$ cat config.mk
export PLATFORM = sky130hd
export DESIGN_NAME = ivp_ctrl
export DESIGN_NICKNAME = d
export VERILOG_FILES = /design/src/hw/ivp_prio.v /design/src/hw/ivp_ctrl.v
export VERILOG_INCLUDE_DIRS = /design/src /design/src/hw
export SDC_FILE = /design/constraint.sdc
export NUM_CORES = 2
export LEC_CHECK = 0
export ABC_AREA = 1
export BUFFER_PORTS_ARGS = -buffer_cell sky130_fd_sc_hd__buf_2
export CAP_MARGIN = 20
export CORE_ASPECT_RATIO = 1.75
export CORE_MARGIN = 5
export CORE_UTILIZATION = 30
export CTS_CLUSTER_SIZE = 30
export DETAILED_ROUTE_END_ITERATION = 8
export PLACE_DENSITY_LB_ADDON = 0.08
export SLEW_MARGIN = 0
export SYNTH_ARGS = -nofsm -noshare
export SYNTH_HDL_FRONTEND = slang
export SYNTH_MEMORY_MAX_BITS = 65536
export SYNTH_SLANG_ARGS = --single-unit
$ cat constraint.sdc
create_clock -name pclk -period 40.8 [get_ports pclk]
set_clock_uncertainty 0.1 [all_clocks]
set_input_delay 4.08 -clock pclk [delete_from_list [all_inputs] [get_ports pclk]]
set_output_delay 4.08 -clock pclk [all_outputs]
set_load 0.02 [all_outputs]
$ cat src/hw/ivp_consts.vh
// constants for the interrupt vector and priority block
`ifndef IVP_CONSTS_VH
`define IVP_CONSTS_VH

// apb register byte offsets
`define IVP_OFS_STATUS 8'h00
`define IVP_OFS_MASK 8'h04
`define IVP_OFS_ACTIVE 8'h08
`define IVP_OFS_RSTVEC 8'h0C
`define IVP_OFS_SP 8'h10

// status and mask layout: flags 1..17 in bits 1..17
`define IVP_ST_FLAG_LO 1
`define IVP_ST_FLAG_HI 17
`define IVP_ST_STACK_FAULT 18
`define IVP_ST_WIDTH 19
`define IVP_MASK_RESET 19'h00000

// vector map
`define IVP_VEC_RESET 16'hFFFE
`define IVP_VEC_SWI 16'hFFFC
`define IVP_VEC_FLAG1 16'hFFFA
`define IVP_VEC_FLAG2 16'hFFF8
`define IVP_VEC_FLAG3 16'hFFF6
`define IVP_VEC_FLAG4 16'hFFF4
`define IVP_VEC_FLAG5 16'hFFF2
`define IVP_VEC_FLAG6 16'hFFF0
`define IVP_VEC_FLAG7 16'hFFEE
`define IVP_VEC_FLAG8 16'hFFEC
`define IVP_VEC_FLAG9 16'hFFEA
`define IVP_VEC_FLAG10 16'hFFE8
`define IVP_VEC_FLAG11 16'hFFE6
`define IVP_VEC_FLAG12 16'hFFE4
`define IVP_VEC_FLAG13 16'hFFE2
`define IVP_VEC_FLAG14 16'hFFE0
`define IVP_VEC_FLAG15 16'hFFDE
`define IVP_VEC_FLAG16 16'hFFDC
`define IVP_VEC_LOWEST 16'hFFDA
`define IVP_WDOG_CLEAR_ADDR 16'hFFFF

// on-chip ram window
`define IVP_RAM_FIRST 16'h0060
`define IVP_RAM_LAST 16'h025F
`define IVP_RAM_BYTES 512

// stack
`define IVP_SP_RESET 16'h00FF
`define IVP_STACK_BYTES 3'h5

// source codes held while a service is in progress
`define IVP_SRC_RESET 5'h00
`define IVP_SRC_SWI 5'h12

`endif

$ cat src/hw/ivp_prio.v
// fixed-priority picker: lowest set index wins
`timescale 1ns/10ps
module ivp_prio #(
   parameter N = 17
) (
   // request vector, bit 0 ranks highest
   input wire [N-1:0] req,
   // result
   output reg any,
   output reg [4:0] index
);
   integer i;

   always @* begin
      any = 1'b0;
      index = 5'h00;
      for (i = N - 1; i >= 0; i = i - 1) begin
         if (req[i]) begin
            any = 1'b1;
            index = i[4:0];
         end
      end
   end
endmodule

$ cat src/hw/ivp_ctrl.v
// interrupt vector selection, stacking, ram and watchdog clear
`timescale 1ns/10ps
`include "ivp_consts.vh"

module ivp_ctrl #(
   parameter NFLAG = 17,
   parameter RAM_BYTES = `IVP_RAM_BYTES
) (
   // clock and reset
   input wire pclk,
   input wire presetn,
   // apb slave
   input wire psel,
   input wire penable,
   input wire pwrite,
   input wire [7:0] paddr,
   input wire [31:0] pwdata,
   output reg [31:0] prdata,
   output wire pready,
   output wire pslverr,
   // peripheral request flags, bit 0 is flag 1
   input wire [NFLAG-1:0] request_flags,
   // cpu memory port
   input wire cpu_rd,
   input wire cpu_wr,
   input wire [15:0] cpu_addr,
   input wire [7:0] cpu_wdata,
   output reg [7:0] cpu_rdata,
   // cpu interrupt handshake
   input wire cpu_int_ack,
   input wire software_interrupt,
   input wire sp_load,
   input wire [15:0] sp_value,
   input wire [15:0] cpu_pc,
   input wire [7:0] cpu_x,
   input wire [7:0] cpu_a,
   input wire [7:0] cpu_ccr,
   output reg [15:0] stack_pointer,
   output wire cpu_busy,
   output reg vector_strobe,
   output reg [15:0] vector_addr,
   // system outputs
   output reg watchdog_clear,
   output wire irq
);
   localparam S_IDLE = 2'h0;
   localparam S_PUSH = 2'h1;
   localparam S_VEC = 2'h2;
   localparam S_BOOT = 2'h3;

   reg [1:0] state;
   reg [2:0] push_cnt;
   reg [4:0] active_src;
   reg [`IVP_ST_WIDTH-1:0] status;
   reg [`IVP_ST_WIDTH-1:0] mask;
   reg [15:0] reset_vector;
   reg [7:0] ram [0:RAM_BYTES-1];

   wire [`IVP_ST_WIDTH-1:0] pending;
   wire pick_any;
   wire [4:0] pick_idx;
   wire setup;
   wire access;
   wire wr_access;
   wire mapped;
   wire sp_in_ram;
   wire [7:0] push_byte;
   wire stack_fault_evt;
   wire start_int;
   wire start_swi;

   reg [`IVP_ST_WIDTH-1:0] next_status;
   reg [`IVP_ST_WIDTH-1:0] hw_set;
   reg [`IVP_ST_WIDTH-1:0] hw_clr;

   // address in ram window
   function in_ram;
      input [15:0] a;
      begin
         in_ram = (a >= `IVP_RAM_FIRST) && (a <= `IVP_RAM_LAST);
      end
   endfunction

   // ram index of an address
   function [8:0] ram_idx;
      input [15:0] a;
      reg [15:0] d;
      begin
         d = a - `IVP_RAM_FIRST;
         ram_idx = d[8:0];
      end
   endfunction

   // vector address of a source code, even address of the byte pair
   function [15:0] vec_of;
      input [4:0] src;
      begin
         case (src)
            5'h01: vec_of = `IVP_VEC_FLAG1;
            5'h02: vec_of = `IVP_VEC_FLAG2;
            5'h03: vec_of = `IVP_VEC_FLAG3;
            5'h04: vec_of = `IVP_VEC_FLAG4;
            5'h05: vec_of = `IVP_VEC_FLAG5;
            5'h06: vec_of = `IVP_VEC_FLAG6;
            5'h07: vec_of = `IVP_VEC_FLAG7;
            5'h08: vec_of = `IVP_VEC_FLAG8;
            5'h09: vec_of = `IVP_VEC_FLAG9;
            5'h0A: vec_of = `IVP_VEC_FLAG10;
            5'h0B: vec_of = `IVP_VEC_FLAG11;
            5'h0C: vec_of = `IVP_VEC_FLAG12;
            5'h0D: vec_of = `IVP_VEC_FLAG13;
            5'h0E: vec_of = `IVP_VEC_FLAG14;
            5'h0F: vec_of = `IVP_VEC_FLAG15;
            5'h10: vec_of = `IVP_VEC_FLAG16;
            5'h11: vec_of = `IVP_VEC_LOWEST;
            `IVP_SRC_SWI: vec_of = `IVP_VEC_SWI;
            `IVP_SRC_RESET: vec_of = `IVP_VEC_RESET;
            default: vec_of = `IVP_VEC_RESET;
         endcase
      end
   endfunction

   // unmasked pending flags, bit 1 = flag 1, bit 18 = stack fault
   assign pending = status & mask;

   ivp_prio #(
      .N(NFLAG)
   ) u_prio (
      .req(pending[`IVP_ST_FLAG_HI:`IVP_ST_FLAG_LO]),
      .any(pick_any),
      .index(pick_idx)
   );

   // one level line, also the request to the cpu
   assign irq = |pending;

   // apb
   assign setup = psel & ~penable;
   assign access = psel & penable;
   assign wr_access = access & pwrite;
   assign pready = 1'b1;
   assign mapped = (paddr == `IVP_OFS_STATUS) || (paddr == `IVP_OFS_MASK) ||
                   (paddr == `IVP_OFS_ACTIVE) || (paddr == `IVP_OFS_RSTVEC) ||
                   (paddr == `IVP_OFS_SP);
   assign pslverr = access & ~mapped;

   always @(posedge pclk or negedge presetn) begin
      if (!presetn) begin
         prdata <= 32'h00000000;
      end else if (setup) begin
         case (paddr)
            `IVP_OFS_STATUS: prdata <= {13'h0000, status};
            `IVP_OFS_MASK: prdata <= {13'h0000, mask};
            `IVP_OFS_ACTIVE: prdata <= {vector_addr, 8'h00, cpu_busy,
                                        2'h0, active_src};
            `IVP_OFS_RSTVEC: prdata <= {16'h0000, reset_vector};
            `IVP_OFS_SP: prdata <= {16'h0000, stack_pointer};
            default: prdata <= 32'h00000000;
         endcase
      end
   end

   always @(posedge pclk or negedge presetn) begin
      if (!presetn)
         mask <= `IVP_MASK_RESET;
      else if (wr_access && paddr == `IVP_OFS_MASK)
         mask <= pwdata[`IVP_ST_WIDTH-1:0];
   end

   // vector store contents are kept across reset
   always @(posedge pclk) begin
      if (wr_access && paddr == `IVP_OFS_RSTVEC)
         reset_vector <= pwdata[15:0];
   end

   // sticky status: hardware set wins over any clear
   assign sp_in_ram = in_ram(stack_pointer);
   assign stack_fault_evt = (state == S_PUSH) & ~sp_in_ram;

   always @* begin
      hw_set = {`IVP_ST_WIDTH{1'b0}};
      hw_set[`IVP_ST_FLAG_HI:`IVP_ST_FLAG_LO] = request_flags;
      hw_set[`IVP_ST_STACK_FAULT] = stack_fault_evt;
      hw_clr = {`IVP_ST_WIDTH{1'b0}};
      if (wr_access && paddr == `IVP_OFS_STATUS)
         hw_clr = pwdata[`IVP_ST_WIDTH-1:0];
      if (start_int)
         hw_clr[pick_idx + 5'h01] = 1'b1;
      next_status = (status & ~hw_clr) | hw_set;
      next_status[0] = 1'b0;
   end

   always @(posedge pclk or negedge presetn) begin
      if (!presetn)
         status <= {`IVP_ST_WIDTH{1'b0}};
      else
         status <= next_status;
   end

   // service start: software interrupt ahead of flagged requests
   assign start_swi = (state == S_IDLE) & software_interrupt;
   assign start_int = (state == S_IDLE) & ~software_interrupt &
                      cpu_int_ack & pick_any;
   assign cpu_busy = (state != S_IDLE);

   // stacked order: pc low, pc high, x, a, ccr; no upper index byte
   assign push_byte = (push_cnt == 3'h0) ? cpu_pc[7:0] :
                      (push_cnt == 3'h1) ? cpu_pc[15:8] :
                      (push_cnt == 3'h2) ? cpu_x :
                      (push_cnt == 3'h3) ? cpu_a : cpu_ccr;

   always @(posedge pclk or negedge presetn) begin
      if (!presetn) begin
         state <= S_BOOT;
         push_cnt <= 3'h0;
         active_src <= `IVP_SRC_RESET;
         stack_pointer <= `IVP_SP_RESET;
         vector_strobe <= 1'b0;
         vector_addr <= `IVP_VEC_RESET;
      end else begin
         vector_strobe <= 1'b0;
         case (state)
            S_BOOT: begin
               // first fetch after reset goes through the reset vector
               active_src <= `IVP_SRC_RESET;
               state <= S_VEC;
            end
            S_IDLE: begin
               if (sp_load)
                  stack_pointer <= sp_value;
               if (start_swi) begin
                  active_src <= `IVP_SRC_SWI;
                  push_cnt <= 3'h0;
                  state <= S_PUSH;
               end else if (start_int) begin
                  active_src <= pick_idx + 5'h01;
                  push_cnt <= 3'h0;
                  state <= S_PUSH;
               end
            end
            S_PUSH: begin
               stack_pointer <= stack_pointer - 16'h0001;
               push_cnt <= push_cnt + 3'h1;
               if (push_cnt == `IVP_STACK_BYTES - 3'h1)
                  state <= S_VEC;
            end
            S_VEC: begin
               vector_addr <= vec_of(active_src);
               vector_strobe <= 1'b1;
               state <= S_IDLE;
            end
            default: state <= S_IDLE;
         endcase
      end
   end

   // ram: stacking writes take the port over the cpu
   always @(posedge pclk) begin
      if (state == S_PUSH && sp_in_ram)
         ram[ram_idx(stack_pointer)] <= push_byte;
      else if (state == S_IDLE && cpu_wr && in_ram(cpu_addr))
         ram[ram_idx(cpu_addr)] <= cpu_wdata;
   end

   always @(posedge pclk or negedge presetn) begin
      if (!presetn) begin
         cpu_rdata <= 8'h00;
         watchdog_clear <= 1'b0;
      end else begin
         watchdog_clear <= cpu_wr & ~cpu_busy &
                           (cpu_addr == `IVP_WDOG_CLEAR_ADDR);
         if (cpu_rd) begin
            if (in_ram(cpu_addr))
               cpu_rdata <= ram[ram_idx(cpu_addr)];
            else if (cpu_addr == `IVP_WDOG_CLEAR_ADDR)
               cpu_rdata <= reset_vector[7:0];
            else if (cpu_addr == `IVP_VEC_RESET)
               cpu_rdata <= reset_vector[15:8];
            else
               cpu_rdata <= 8'h00;
         end
      end
   end
endmodule

# ---- Word level (Yosys, flattened, before mapping)
# Memories as Yosys holds them, arrays and structs flattened. A register that Yosys moved wholly into a read port is not among the register bits.
# Index checks and enable logic that the tools add are counted.
dict set report op_classes {
  div 0
  order_cmp 6
  eq_ne 16
  mux 67
  bitwise_logic 21
  addsub 5
  n_reduce_logical 26
  n_mul 0
  shifts 0
}
# op count
set ops {}
lappend ops {{32-bit case mux with 5 select lines} 1}
lappend ops {{5-bit two-way mux} 19}
lappend ops {{8-bit two-way mux} 8}
lappend ops {{19-bit bitwise AND} 2}
lappend ops {{19-bit two-way mux} 2}
lappend ops {{19-bit bitwise OR} 2}
lappend ops {{16-bit equality test (second input constant)} 2}
lappend ops {{16-bit by 7-bit greater-or-equal comparator with 1-bit output (second input constant)} 2}
lappend ops {{16-bit by 10-bit less-or-equal comparator with 1-bit output (second input constant)} 2}
lappend ops {{16-bit case mux with 2 select lines} 1}
lappend ops {{1-bit two-way mux} 25}
lappend ops {{19-bit NOT} 1}
lappend ops {{19-bit OR reduction} 1}
lappend ops {{9-bit by 7-bit subtractor with 9-bit output (second input constant)} 2}
lappend ops {{8-bit by 4-bit equality test with 1-bit output (second input constant)} 2}
lappend ops {{16-bit two-way mux} 1}
lappend ops {{16-bit by 1-bit subtractor with 16-bit output (second input constant)} 1}
lappend ops {{1-bit bitwise AND} 11}
lappend ops {{5-bit case mux with 2 select lines} 1}
lappend ops {{1-bit logical AND} 9}
lappend ops {{9-bit two-way mux} 1}
lappend ops {{8-bit by 3-bit equality test with 1-bit output (second input constant)} 1}
lappend ops {{8-bit by 5-bit equality test with 1-bit output (second input constant)} 1}
lappend ops {{8-bit zero test} 1}
lappend ops {{other kinds (25)} 42}
dict set report totals {
  memories 2
  ff_bits 137
  mem_bits_rw 4096
  out_inout_bits 78
  latchBits 0
  in_bits 147
  word_cells 155
  rom_bits 160
}
# memory words word_bits rd rd_clocked_by_memory_dff write_ports line_no
set mem_list {}
lappend mem_list {ram 512 8 1 0 1 ivp_ctrl.v:57} ;# reg [7:0] ram [0:RAM_BYTES-1];
lappend mem_list {{(no name shown)} 32 5 1 1 0 ivp_ctrl.v:98} ;# case (src)

# ---- Logic depth before layout (Yosys ltp)
dict set report logic_depth {
  depth_word 28
  ltp_mapped 27
  mapped_depth_nobuf 27
}

# ---- Cells and area by module
# Synthesis repeated with hierarchy kept, for this count alone.
dict set report unflattened {
  cells_unflattened 15862
  hier_area_um2 174885.2
}
# mod cells_each seq_area_each_um2 area_per_inst_um2 instances
set by_module_without_submodules {}
lappend by_module_without_submodules {ivp_ctrl 15809 126024.6 174641.2 1}
lappend by_module_without_submodules {ivp_prio 53 0.0 244.0 1}

# ---- Worst setup path before layout
# Ideal clock, no wire load.
dict set report synth_path {
  path_kind {input-to-reg}
  from {input cpu_addr[5]}
  to {memory ram[0][5], data pin}
  setup_time_ns 3.253
  slack_ns 17.784
  t_required_ns 37.447
  arrival_ns 19.663
  path_buffers 3
  path_stages 14
  cell_sequence {buf_4 > nand2_1 > inv_2 > nor2_1 > nand2_2 > nor2_1 > nor4_2 > nand2_2 > inv_2 > nand3_4 > buf_1 > clkbuf_1 > nor2_1 > a31oi_1}
}
dict set report synth_via {
  elab_chain_len 8
  elab_cells_between_ends 9
  classes_between {order compare (2); mux (4); reduce/logical (3)}
}
# item line_no
set synth_rtl {}
lappend synth_rtl {{start, declared} ivp_ctrl.v:26} ;# input wire [15:0] cpu_addr,
lappend synth_rtl {{16-bit by 7-bit greater-or-equal comparator with 1-bit output (no line) or 16-bit by 10-bit less-or-equal comparator with 1-bit output (tied branches)} -}
lappend synth_rtl {{1-bit logical AND *} ivp_ctrl.v:80} ;# in_ram = (a >= `IVP_RAM_FIRST) && (a <= `IVP_RAM_LAST);
lappend synth_rtl {{1-bit logical AND *} ivp_ctrl.v:261} ;# else if (state == S_IDLE && cpu_wr && in_ram(cpu_addr))
lappend synth_rtl {{1-bit two-way mux *} ivp_ctrl.v:261}
lappend synth_rtl {{1-bit two-way mux *} ivp_ctrl.v:259} ;# if (state == S_PUSH && sp_in_ram)
lappend synth_rtl {{1-bit two-way mux (implied by the code) *} ivp_ctrl.v:262} ;# ram[ram_idx(cpu_addr)] <= cpu_wdata;
lappend synth_rtl {{8-bit OR reduction (no line) *} -}
lappend synth_rtl {{8-bit two-way mux (no line) *} -}
lappend synth_rtl {{end, declared} ivp_ctrl.v:57}
# Mark *: on every way between the ends. The rest lies on a longest branch, timed or not.

# ---- Final worst setup path
dict set report layout_path {
  from {input cpu_addr[1]}
  to {register cpu_rdata[7]}
}
dict set report layout_via {
  elab_chain_len 4
  elab_cells_between_ends 10
  classes_between {add/sub (1); order compare (2); eq/ne (2); mux (3); reduce/logical (1); memory (1)}
}
# item line_no
set layout_rtl {}
lappend layout_rtl {{branches (longest 3 deep; another with 9-bit by 7-bit subtractor with 9-bit output)} -}
lappend layout_rtl {{8-bit two-way mux *} ivp_ctrl.v:273} ;# if (in_ram(cpu_addr))
lappend layout_rtl {{end signal, assigned} ivp_ctrl.v:274} ;# cpu_rdata <= ram[ram_idx(cpu_addr)];
lappend layout_rtl {{end signal, assigned} ivp_ctrl.v:276} ;# cpu_rdata <= reset_vector[7:0];
lappend layout_rtl {{end signal, assigned} ivp_ctrl.v:278} ;# cpu_rdata <= reset_vector[15:8];
lappend layout_rtl {{end, declared} ivp_ctrl.v:28} ;# output reg [7:0] cpu_rdata,
# Every way passes the cells marked *.
# A chain may end at the register's enable or synchronous reset.

==> results.py <==
metrics = {
    "die": {
        "dieArea_mm2": 0.574,
        "num_rows": 363,
        "die_w_um": 575,
        "core_area_mm2": 0.558,
        "start_util_pct": 30.0,
        "top_level_ports": 225,
        "chipHeight_um": 999,
    },
    "route": {
        "ant_nets": 0,
        "wirelength_um": 619000,
        "wl_met2_um": 315000,
        "met3WireLength_um": 30500,
        "drt_iter0_markers": 9180,
        "routed.top_layer": "met5",
        "num_vias": 108000,
        "drtPass1Iterations": 6,
        "drc_errors": 0,
        "met1Wirelength_um": 246000,
        "post_drt_wl_per_cell_um": 29.6,
        "avgViaCountPerCell": 5.16,
    },
    "yosys": {
        "synth_cells": 13300,
        "yosys.area.top_type": "edfxtp_1",
        "yosys-top-cells-area": "edfxtp_1 (74%), nand2_1 (5.1%), nor2_1 (5.1%)",
        "synth_enable_flop_cells": 4112,
        "yosysUniqueCellTypes": 51,
        "synth_ff_type": "edfxtp_1",
        "syn_area_per_cell_um2": 12.6,
        "yosysSeqAreaShare_pct": 75.2,
        "synth-async-reset-ratio_pct": 2.40,
        "yosysWarningCount": 0,
        "synth_top_area_share_pct": 73.7,
        "synth.cell_area_mm2": 0.168,
        "ys_seq_elements": 4213,
    },
    "clock_tree": {
        "cts.sinks": 4213,
        "clockBufferDepth": 4,
        "htree_levels": 5,
        "clkTransAtPathRegs_ns": 0.07,
        "cts_buffers": 398,
        "holdBufCountCts": 0,
        "cts-root-buf": "clkbuf_16",
        "ctsResizeCount": 0,
        "postCtsSetupBuffers": 0,
        "clkLatencyLatePin_ns": 0.96,
        "cts_tree": "yes",
    },
    "pwr": {
        "ir_worst_vdd_mv": 0.172,
        "p_leak_nw": 60.5,
        "power.density_mw_per_mm2": 63.9,
    },
    "global_routing": {
        "grt_use_total_pct": 20.8,
        "grt_max_degree": 186,
        "grt_pass1_wl_um": 860000,
        "grt_overflow": 0,
        "first_global_vias": 108000,
        "antenna_found_initial": 37,
    },
    "timing": {
        "final-setup-viol-count": 0,
        "rsz0062_at_grt": "no",
        "slew_viol_final": 0,
        "fmax_mhz": 87.8,
        "setup_slack_ns": 29.41,
        "period_share_pct": 27.9,
        "fin_crit_ns": 11.39,
        "tns_ns": 0,
        "worst_pin_slew_ns": 1.29,
        "timing.max_slew.rel_slack_pct": 13.7,
        "hold_viol_final": 0,
    },
    "placed_design": {
        "pre_cts_slack_ns": 28.53,
        "dp_hpwl_um": 359000,
        "port-buffer-count": 199,
        "place_congestion": 0.839,
        "post_dp_cell_area_mm2": 0.177,
        "dp_cells": 20200,
    },
    "worst_setup_path": {
        "timing.rr.start": "push_cnt[2]$_DFFE_PN0P_",
        "crit_path_max_fanout": 98,
        "endpoint_kind": "register",
        "rrSetupSlack_ns": 34.84,
        "reg2reg_to": "ram[469][7]$_DFFE_PP_",
        "cp_data_required_time_ns": 41.59,
        "arrival_ns": 12.18,
        "path_class": "input pin to register",
        "worstSetupStartpointType": "input pin",
        "reg2regPathDepth": 13,
    },
    "final_layout": {
        "nFillCells": 54800,
        "multi_input_area_mm2": 0.0376,
        "final_cells": 20900,
        "area_growth_pct": 13.1,
        "area.sequential_mm2": 0.126,
        "nets": 13400,
        "layout_commonest_cell": "edfxtp_1",
        "design_area_mm2": 0.190,
        "layout-drive-gt1-share_pct": 8.18,
        "final_cell_mix": "edfxtp_1 (4112), nor2_1 (2262), nand2_1 (2259)",
    },
    "min_path": {
        "min_path_type": "register to register",
        "min_to": "prdata[11]$_DFFE_PN0P_",
        "min-delay-start": "prdata[11]$_DFFE_PN0P_",
        "whs_path_depth": 2,
    },
    "run_status": {
        "status": "finished clean",
    },
    "job": {
        "cap_violations": 0,
    },
}
-- power breakdown --
| group | leakage [nW] | internal, mW | switching [mW] |
|---|---|---|---|
| registers | 38.3 | 6.02 | 0.0228 |
| logic | 16.0 | 0.255 | 2.04 |
| clock network | 6.27 | 2.09 | 1.68 |
| total | 60.5 | 8.36 | 3.75 |
-- final cells by class --
type                       count  share of cell area [%]
clock inverter               244                    1.19
timing repair buffer         442                    1.65
clock buffer                 489                    5.57
multi-input combinational   8011                    19.8
sequential                  4213                    66.5
antenna                       10                  0.0132
tap                         7300                    4.82
inverter                     195                   0.420
-- stage by stage --
stage / power (mW) / utilization [%] / hold slack (ns)
after floorplan: 8.41 / - / 0.374
after global placement: 8.42 / 31.7 / 0.366
after detailed placement: 8.51 / 31.7 / 0.362
after CTS: 12.3 / 34.0 / 0.388
after global routing: 12.5 / 34.0 / 0.419
final: 12.1 / 34.0 / 0.382
-- how the worst max path moves through the flow --
stage / start / endpoint / slack (ns) / cells after the start
after floorplan: cpu_addr[5] / ram[0][5]$_DFFE_PP_ / 17.78 / 14
after global placement: cpu_addr[1] / cpu_rdata[7]$_DFFE_PN0P_ / 28.53 / 21
after detailed placement: cpu_addr[1] / cpu_rdata[7]$_DFFE_PN0P_ / 28.53 / 21
after CTS: cpu_addr[1] / cpu_rdata[7]$_DFFE_PN0P_ / 29.56 / 21
after global routing: cpu_addr[1] / cpu_rdata[7]$_DFFE_PN0P_ / 29.27 / 21
final: cpu_addr[1] / cpu_rdata[7]$_DFFE_PN0P_ / 29.41 / 21
-- critical path, cell delays in order --
cell      delay, ns
buf_8          0.37
buf_4          0.72
inv_8          0.36
nor2_4         0.95
buf_4          0.78
buf_12         0.42
buf_4          0.62
buf_4          0.54
buf_4          0.63
nand2_1        0.12
o211ai_1       0.22
o21ai_0        0.12
o21ai_0        0.40
inv_1          0.09
nand2_1        0.19
nand2_1        0.07
nand2_1        0.06
nand3_1        0.21
nand3_1        0.14
nand3_1        0.24
a21oi_1        0.20
-- sequential cells by signal (all words and copies together), names as in the netlist --
name            count
vector_addr         5
vector_strobe       1
push_cnt            3
status             18
cpu_rdata           8
state               2
prdata             23
reset_vector       16
active_src          5
stack_pointer      16
watchdog_clear      1
ram              4096
mask               19
-- cells by family after synthesis --
family                     Yosys count  share of synthesized area (%)
DFF                               4213                           75.2
adders and majority gates           18                          0.134
buffers and inverters             1087                           2.58
muxes                                1                        0.00672
AOI/OAI and AO/OA                 2236                           7.90
xor gates and xnor gates             9                         0.0470
and+or+nand+nor                   5735                           14.1
other                                2                        0.00448
-- layer usage --
metal	track usage [%]	vias up
met4	8.09	2
met5	0	-
met3	2.50	811
met1	25.5	55600
met2	37.2	3342
li1	-	48100
-- Yosys cell counts (all sizes together), types with 3 or more instances --
cell type,n
a22oi,367
nor2,2271
nor3,15
dfstp,15
o22ai,7
inv,189
dfrtp,86
edfxtp,4112
o2111ai,66
a32oi,3
o2bb2ai,6
clkbuf,644
or2,10
xor2,8
nand3,719
o21ai,1305
nand2,2284
clkinv,6
a221oi,8
a31oi,20
o221ai,7
a211oi,6
o211ai,276
nor4,4
nand4,430
buf,248
ha,18
a21oi,160
Power figures use the tool's default switching activity.
